`src/pkg/pefu_pkg.sv`:
```
// Package for the event flag unit: register offsets, bit positions, resets, timing.
// Assumes a 25 MHz system clock and a simple strobe register port.
package pefu_pkg;
   // ==========================================================
   // Timing
   localparam int unsigned CLK_MHZ = 25;
   localparam int unsigned SHORT_DEBOUNCE_US = 1000;
   localparam int unsigned SHORT_CYCLES = SHORT_DEBOUNCE_US * CLK_MHZ;
   // ==========================================================
   // Register offsets
   localparam logic [3:0] OFS_FLAG_REG = 4'h0;
   localparam logic [3:0] OFS_FLAG_TOP = 4'h1;
   localparam logic [3:0] OFS_MASK_REG = 4'h2;
   localparam logic [3:0] OFS_MASK_TOP = 4'h3;
   localparam logic [3:0] OFS_STAT_REG = 4'h4;
   localparam logic [3:0] OFS_STAT_TOP = 4'h5;
   localparam logic [3:0] OFS_CONTROL = 4'h6;
   // ==========================================================
   // Regulator register fields: bit index plus regulator number
   localparam int unsigned B_ILIM = 0;
   localparam int unsigned B_SHORT = 2;
   localparam int unsigned B_POWER_OK_PIN = 4;
   localparam int unsigned B_PGFALL = 6;
   // Top register fields
   localparam int unsigned B_TWARN = 0;
   localparam int unsigned B_TSD = 1;
   localparam int unsigned B_OVP = 2;
   localparam int unsigned B_POK = 3;
   localparam int unsigned B_CLKCHG = 4;
   localparam int unsigned B_MEAS = 5;
   localparam int unsigned B_RESET = 6;
   // Control fields
   localparam int unsigned B_SWRESET = 0;
   localparam int unsigned B_POLARITY = 1;
   localparam int unsigned B_CLKDET_EN = 2;
   // ==========================================================
   // Reset values
   localparam logic [7:0] RST_MASK_REG = 8'h00;
   localparam logic [7:0] RST_MASK_TOP = 8'h00;
   localparam logic [7:0] RST_CONTROL = 8'h00;
   localparam logic [7:0] RST_FLAG_TOP = 8'h40;
endpackage

```
`src/hw/pefu_event_flags.sv`:
```
// Event flag, mask and status logic of a dual step-down power manager.
// Assumes all event inputs synchronous to clk_sys and a strobe register port.
`timescale 1ns/1ns
module pefu_event_flags
   import pefu_pkg::*;
#(
   parameter int unsigned SHORT_COUNT = SHORT_CYCLES,
   parameter logic OTP_RESET_MASK = 1'b0
) (
   input wire logic clk_sys,
   input wire logic reset_n,
   input wire logic [1:0] reg_enable,
   input wire logic [1:0] reg_in_limit,
   input wire logic [1:0] reg_output_low,
   input wire logic [1:0] reg_output_valid,
   input wire logic die_over_warning,
   input wire logic die_over_shutdown,
   input wire logic analog_supply_over,
   input wire logic power_ok_level,
   input wire logic ext_clock_present,
   input wire logic clock_detector_active,
   input wire logic current_meas_done,
   input wire logic [3:0] reg_addr,
   input wire logic [7:0] reg_wdata,
   input wire logic reg_write,
   input wire logic reg_read,
   output logic [7:0] reg_rdata,
   output logic interrupt_out_n,
   output logic [1:0] reg_disable,
   output logic general_output_force_low,
   output logic power_ok_pin,
   output logic software_reset_req
);
   // ==========================================================
   // State
   typedef struct packed {
      logic [7:0] flag_reg;
      logic [7:0] flag_top;
      logic [7:0] mask_reg;
      logic [7:0] mask_top;
      logic [7:0] control;
      logic [1:0] power_ok_pin_prev;
      logic pok_prev;
      logic clk_prev;
      logic clkdet_prev;
      logic meas_prev;
      logic [1:0] short_latched;
      logic [1:0] en_prev;
      logic [1:0][24:0] short_cnt;
      logic [7:0] rdata;
      logic irq_n;
      logic [1:0] reg_off;
      logic force_low;
      logic pin;
      logic swreset;
   } pefu_state_s;

   pefu_state_s st_q;
   pefu_state_s st_d;
   logic [7:0] stat_reg;
   logic [7:0] stat_top;
   logic [7:0] wr_reg;
   logic [7:0] wr_top;

   // ==========================================================
   // Live status
   always_comb begin
      stat_reg = 8'h00;
      stat_top = 8'h00;
      stat_reg[B_ILIM +: 2] = reg_in_limit;
      stat_reg[B_POWER_OK_PIN +: 2] = reg_output_valid;
      stat_top[B_TWARN] = die_over_warning;
      stat_top[B_TSD] = die_over_shutdown;
      stat_top[B_OVP] = analog_supply_over;
      stat_top[B_POK] = power_ok_level;
      stat_top[B_CLKCHG] = ext_clock_present;
   end

   // ==========================================================
   // Next state
   always_comb begin
      st_d = st_q;
      wr_reg = (reg_write && reg_addr == OFS_FLAG_REG) ? reg_wdata : 8'h00;
      wr_top = (reg_write && reg_addr == OFS_FLAG_TOP) ? reg_wdata : 8'h00;
      // Clears first, then sets, so a same-cycle event wins
      st_d.flag_reg = st_q.flag_reg & ~wr_reg;
      st_d.flag_top = st_q.flag_top & ~wr_top;
      // A clear is refused only while limiting; a masked limit never sets the flag
      st_d.flag_reg[B_ILIM +: 2] = st_d.flag_reg[B_ILIM +: 2]
         | (reg_in_limit & st_q.flag_reg[B_ILIM +: 2]);
      for (int i = 0; i < 2; i++) begin
         if (reg_in_limit[i] && !st_q.mask_reg[B_ILIM + i]) begin
            st_d.flag_reg[B_ILIM + i] = 1'b1;
         end
         // Short detection: low at 1 ms after enable or low for 1 ms later
         if (!reg_enable[i] || !reg_output_low[i] || st_q.short_latched[i]) begin
            st_d.short_cnt[i] = '0;
         end else if (st_q.short_cnt[i] >= 25'(SHORT_COUNT - 1)) begin
            st_d.short_latched[i] = 1'b1;
            st_d.flag_reg[B_SHORT + i] = 1'b1;
         end else begin
            st_d.short_cnt[i] = st_q.short_cnt[i] + 25'd1;
         end
         if (reg_enable[i] && !st_q.en_prev[i]) begin
            st_d.short_latched[i] = 1'b0;
         end
         if (reg_output_valid[i] && !st_q.power_ok_pin_prev[i] && !st_q.mask_reg[B_POWER_OK_PIN + i]) begin
            st_d.flag_reg[B_POWER_OK_PIN + i] = 1'b1;
         end
         if (!reg_output_valid[i] && st_q.power_ok_pin_prev[i] && !st_q.mask_reg[B_PGFALL + i]) begin
            st_d.flag_reg[B_POWER_OK_PIN + i] = 1'b1;
         end
      end
      st_d.en_prev = reg_enable;
      st_d.power_ok_pin_prev = reg_output_valid;
      if (die_over_warning && !st_q.mask_top[B_TWARN]) begin
         st_d.flag_top[B_TWARN] = 1'b1;
      end
      if (die_over_shutdown) begin
         st_d.flag_top[B_TSD] = 1'b1;
      end
      if (analog_supply_over) begin
         st_d.flag_top[B_OVP] = 1'b1;
      end
      if (!power_ok_level && st_q.pok_prev && !st_q.mask_top[B_POK]) begin
         st_d.flag_top[B_POK] = 1'b1;
      end
      if (((clock_detector_active && ext_clock_present != st_q.clk_prev)
            || (st_q.control[B_CLKDET_EN] && !st_q.clkdet_prev && !ext_clock_present))
            && !st_q.mask_top[B_CLKCHG]) begin
         st_d.flag_top[B_CLKCHG] = 1'b1;
      end
      if (current_meas_done && !st_q.meas_prev && !st_q.mask_top[B_MEAS]) begin
         st_d.flag_top[B_MEAS] = 1'b1;
      end
      st_d.pok_prev = power_ok_level;
      st_d.clk_prev = ext_clock_present;
      st_d.clkdet_prev = st_q.control[B_CLKDET_EN];
      st_d.meas_prev = current_meas_done;
      // Register writes
      if (reg_write) begin
         unique case (reg_addr)
            OFS_MASK_REG: st_d.mask_reg = reg_wdata;
            OFS_MASK_TOP: begin
               st_d.mask_top = reg_wdata;
               st_d.mask_top[B_RESET] = st_q.mask_top[B_RESET];
            end
            OFS_CONTROL: st_d.control = reg_wdata;
            default: ;
         endcase
      end
      st_d.swreset = reg_write && reg_addr == OFS_CONTROL && reg_wdata[B_SWRESET];
      st_d.control[B_SWRESET] = 1'b0;
      // Reads: data in the following cycle only
      st_d.rdata = 8'h00;
      if (reg_read) begin
         unique case (reg_addr)
            OFS_FLAG_REG: st_d.rdata = st_q.flag_reg;
            OFS_FLAG_TOP: st_d.rdata = st_q.flag_top;
            OFS_MASK_REG: st_d.rdata = st_q.mask_reg;
            OFS_MASK_TOP: st_d.rdata = st_q.mask_top;
            OFS_STAT_REG: st_d.rdata = stat_reg;
            OFS_STAT_TOP: st_d.rdata = stat_top;
            OFS_CONTROL: st_d.rdata = st_q.control;
            default: st_d.rdata = 8'h00;
         endcase
      end
      st_d.irq_n = ~(|st_d.flag_reg || |st_d.flag_top);
      st_d.reg_off = st_d.short_latched
         | {2{die_over_shutdown || analog_supply_over}};
      st_d.force_low = die_over_shutdown || analog_supply_over;
      st_d.pin = power_ok_level ^ st_q.control[B_POLARITY];
   end

   // ==========================================================
   // Registers; undervoltage and software reset both arrive on reset_n
   always_ff @(posedge clk_sys or negedge reset_n) begin
      if (!reset_n) begin
         st_q <= '0;
         st_q.mask_reg <= RST_MASK_REG;
         st_q.mask_top <= RST_MASK_TOP;
         st_q.mask_top[B_RESET] <= OTP_RESET_MASK;
         st_q.control <= RST_CONTROL;
         st_q.flag_top <= RST_FLAG_TOP;
         st_q.flag_top[B_RESET] <= RST_FLAG_TOP[B_RESET] & ~OTP_RESET_MASK;
         // Only the reset flag can stand after reset, so the line follows its mask
         st_q.irq_n <= OTP_RESET_MASK;
      end else begin
         st_q <= st_d;
      end
   end

   assign reg_rdata = st_q.rdata;
   assign interrupt_out_n = st_q.irq_n;
   assign reg_disable = st_q.reg_off;
   assign general_output_force_low = st_q.force_low;
   assign power_ok_pin = st_q.pin;
   assign software_reset_req = st_q.swreset;
endmodule

```
`config.mk`:
```
export PLATFORM = sky130hd
export DESIGN_NAME = pefu_event_flags
export DESIGN_NICKNAME = d
export VERILOG_FILES = /design/src/pkg/pefu_pkg.sv /design/src/hw/pefu_event_flags.sv
export SDC_FILE = /design/constraint.sdc
export NUM_CORES = 1
export LEC_CHECK = 0
export ABC_CLOCK_PERIOD_IN_PS = 2540
export BUFFER_PORTS_ARGS = -buffer_cell sky130_fd_sc_hd__buf_2
export CAP_MARGIN = 25
export CORE_UTILIZATION = 59
export DETAILED_ROUTE_END_ITERATION = 6
export GPL_ROUTABILITY_DRIVEN = 0
export PLACE_DENSITY = 0.86
export REMOVE_ABC_BUFFERS = 1
export SKIP_LAST_GASP = 1
export SYNTH_ARGS = -nofsm -noshare
export SYNTH_HDL_FRONTEND = slang
export SYNTH_SLANG_ARGS = --single-unit
```
`constraint.sdc`:
```
create_clock -name clk_sys -period 2.54 [get_ports clk_sys]
set_input_delay 0.381 -clock clk_sys [delete_from_list [all_inputs] [get_ports clk_sys]]
set_output_delay 0.381 -clock clk_sys [all_outputs]
set_load 0.02 [all_outputs]
```
==> results.md <==
* IO buf count at between 40 and 50
* CP arrival at 2.70 ns
* Worst slew margin at 55.95%
* Post-Syn Instances at 481
* Flop pwr share at about 57%
* CP startpoint kind: flip-flop
* Ant diodes at 0
* Drt total wl at 10.67 mm
* Tcrit/Tclk final at about 94%
* Final period demand of the worst path at between 2 and 2.5 ns
* Reg clk slew, reported paths at 0.10 ns
* R2R Path Start: st_q[14]
* Seq/Total Area, Yosys at 54.05%
* Final cell count without fillers at between 600 and 700
* Power share of the clock group at 32.4%
* Initial antenna violation count at 0
* Worst setup path startpoint: st_q[14]
* Distinct cells, synth at between 60 and 70
* Placed Cells at 613
* CP endpoint kind: flip-flop
* Layout Utilization at between 60% and 70%
* Switching Fraction at 25.50%
* Clock sinks at approximately 110
* Total CTS buffers at 9
* CP max stage delay at 0.58 ns
* Starting Density at between 60 and 70%
* Post-synth ARST share at 100.0%
* CTS max path bufs at 2
* CP Cell Sequence: ha_1 > and2_1 > and3_2 > o21ai_2 > nand2_2 > or4_1 > nand2_1
* P per Cell Area at between 600 and 700 nW/um^2
* Final ANT Viol Nets at 0
* Highest-count cells in the layout ignoring fill and taps: dfrtp_1, nor2_1, buf_2
* Combinational share of power at 10.3%
* Internal Power at around 2500 uW
* CTS H-Tree Depth at 3
* Hold crit path type: in2async
* Leak Pwr at roughly 0.0026 uW
* Run status: finished clean
* Max Freq at ~420 MHz
* Setup violations, final at 0
* Layout area overhead at 9.286%
* Avg Inst Size Synth at 10.78 um^2
* Number of synthesized register bits at 112
* EDFF count, synth at 0
* Total grt overflow at 0
* CTS Hold Bufs at 0
* Primary FF master, synth: dfrtp_1
* Vias at 3822
* Crit path buffers/inverters at 0
* Least-Margin Pin Slew at between 0.6 and 0.7 ns
* DR pass1 iterations at 5
* CTS tree: done
* Max cap viols at 0
* Global-route wire length before repair at 17.21 mm
* Max VDD drop at ~300 uV
* Vias in the first global route at 3734
* Most common cell after layout, fill and taps aside: dfrtp_1
* CP max stage cell: or4_1
* Setup Skew at approximately 0.0053 ns
* WS Path Type: reg2reg
* Yosys warning total at 0
* Sw power at just under 900 uW
* # DRC at 0
* Largest net degree at the start of global routing at 51
* Nets@finish at 552
* Top-level port count at 45
* CP delay by family, top: simple AND/OR/NAND/NOR gates
* Fin. max-slew vios at 0
* Tot GR Track Use at around 25%
* Vias/cell at 6.076
* Post-detail-place hpwl at 7.516 mm
* Die area at approximately 9000 um^2
* Root buffer cell: clkbuf_8
* Core box area at 8382 um^2
* Die Wd at 95.77 um
* Critical path required time at 2.85 ns
* Worst-Skew Late Latency at 0.37 ns
* # rows at 33
* Routed len/inst at ~17 um
* Hold Vio Cnt, Final at 0
* CP Max Fanout at 11
* Fin Setup TNS at 0 ns
* Synthesized cell area at 5187 um^2
* Layout cells sized above 1 at 20.80%
* Starting DRT DRC Count at 229
* Post-CTS Resized at 0
* Total setup buffers inserted after CTS at 0
* RSZ-0062 raised after global routing: no
* Height of the die at 95.77 um
## synth_stat cells, types with 2 or more instances
| library cell | count | area share, % |
|---|---|---|
| xnor2_1 | 2 | 0.34 |
| or3_1 | 2 | 0.24 |
| a22oi_1 | 4 | 0.58 |
| buf_2 | 2 | 0.19 |
| nor2_1 | 54 | 3.9 |
| a2111oi_0 | 2 | 0.34 |
| mux2i_1 | 7 | 1.4 |
| nand2_1 | 40 | 2.9 |
| nand3b_1 | 3 | 0.43 |
| a221oi_1 | 2 | 0.34 |
| nor3b_1 | 5 | 0.72 |
| mux4_2 | 2 | 0.87 |
| nand2b_1 | 3 | 0.36 |
| and2_1 | 27 | 3.3 |
| buf_6 | 3 | 0.65 |
| a21boi_0 | 4 | 0.58 |
| nand4_1 | 14 | 1.7 |
| mux2_2 | 23 | 5.0 |
| or2_2 | 3 | 0.36 |
| nor3_1 | 4 | 0.39 |
| buf_4 | 12 | 1.7 |
| a211o_1 | 2 | 0.34 |
| inv_1 | 11 | 0.80 |
| ha_1 | 2 | 0.48 |
| nor2b_1 | 4 | 0.48 |
| clkbuf_1 | 8 | 0.58 |
| buf_1 | 2 | 0.14 |
| dfrtp_1 | 111 | 54 |
| o21ai_0 | 14 | 1.4 |
| a22o_1 | 2 | 0.34 |
| xor2_1 | 21 | 3.5 |
| a21o_1 | 3 | 0.43 |
| o211ai_1 | 4 | 0.58 |
| nand3_1 | 21 | 2.0 |
| a21oi_1 | 7 | 0.68 |
| or4_1 | 3 | 0.43 |
| a32oi_1 | 3 | 0.51 |
| a31oi_1 | 6 | 0.72 |
| nor4_1 | 7 | 0.84 |
| and3_1 | 11 | 1.3 |
## power groups by stage
stage / logic [uW] / clock network [uW] / registers, uW
after floorplan: 187 / 0 / 1990
after global placement: 339 / 0 / 1990
after detailed placement: 353 / 0 / 1990
after CTS: 354 / 1130 / 1960
after global routing: 388 / 1190 / 1970
final: 353 / 1110 / 1960
## cell type report
cell class	count	area [um^2]
Timing Repair Buffer	54	310.3
Fill cell	657	2713
Multi-Input combinational cell	331	2171
Clock inverter	6	73.82
Inverter	11	41.29
Sequential cell	112	2804
Clock buffer	10	137.6
Tap cell	105	131.4
## routing by layer
metal / global-route usage (%) / vias to the layer above / wire length (um)
li1: - / 1763 / -
met1: 30.73 / 1855 / 4364
met2: 41.85 / 169 / 5336
met3: 4.818 / 35 / 681
met4: 12.56 / 0 / 285
met5: 0 / - / 0
## flip-flops by register name, summed over array words and instances (netlist names)
signal                    count
reg_disable                   2
st_q                         97
st_d                          1
software_reset_req            1
general_output_force_low      1
reg_rdata                     8
power_ok_pin                  1
interrupt_out_n               1
## final timing paths
kind                             endpoint  slack [ns]  cells past startpoint
worst max-delay path             st_q[26]        0.15                      7
worst min-delay path             st_q[94]       0.002                      1
worst max register to register   st_q[26]        0.15                      7
worst min register to register   st_q[69]        0.46                      0
max in group asynchronous       st_q[104]        1.83                      2
min in group clk_sys             st_q[68]        0.12                      1
## through the flow
stage / area (um^2) / worst slack, ns / hold WS, ns / total power, uW
3_3_place_gp: 5458 / 0.3259 / 0.4222 / 2325
3_5_place_dp: 5458 / 0.1746 / 0.4251 / 2345
6_report: 5669 / 0.1535 / 0.001664 / 3419
5_1_grt: 5669 / 0.02054 / 0.03270 / 3552
4_1_cts: 5669 / 0.1521 / 0.01414 / 3440
2_1_floorplan: 5016 / 0.2596 / 0.08541 / 2173
## cell families after synthesis
family	count (synthesis)	share of synthesized area, %
simple gates	209	21.10
flops	112	54.05
compound gates	65	9.166
buf+inv	38	4.100
mux	32	7.212
xor+xnor	23	3.883
fa+ha+maj	2	0.4823
Note: power is estimated with default switching activity, not from simulation.
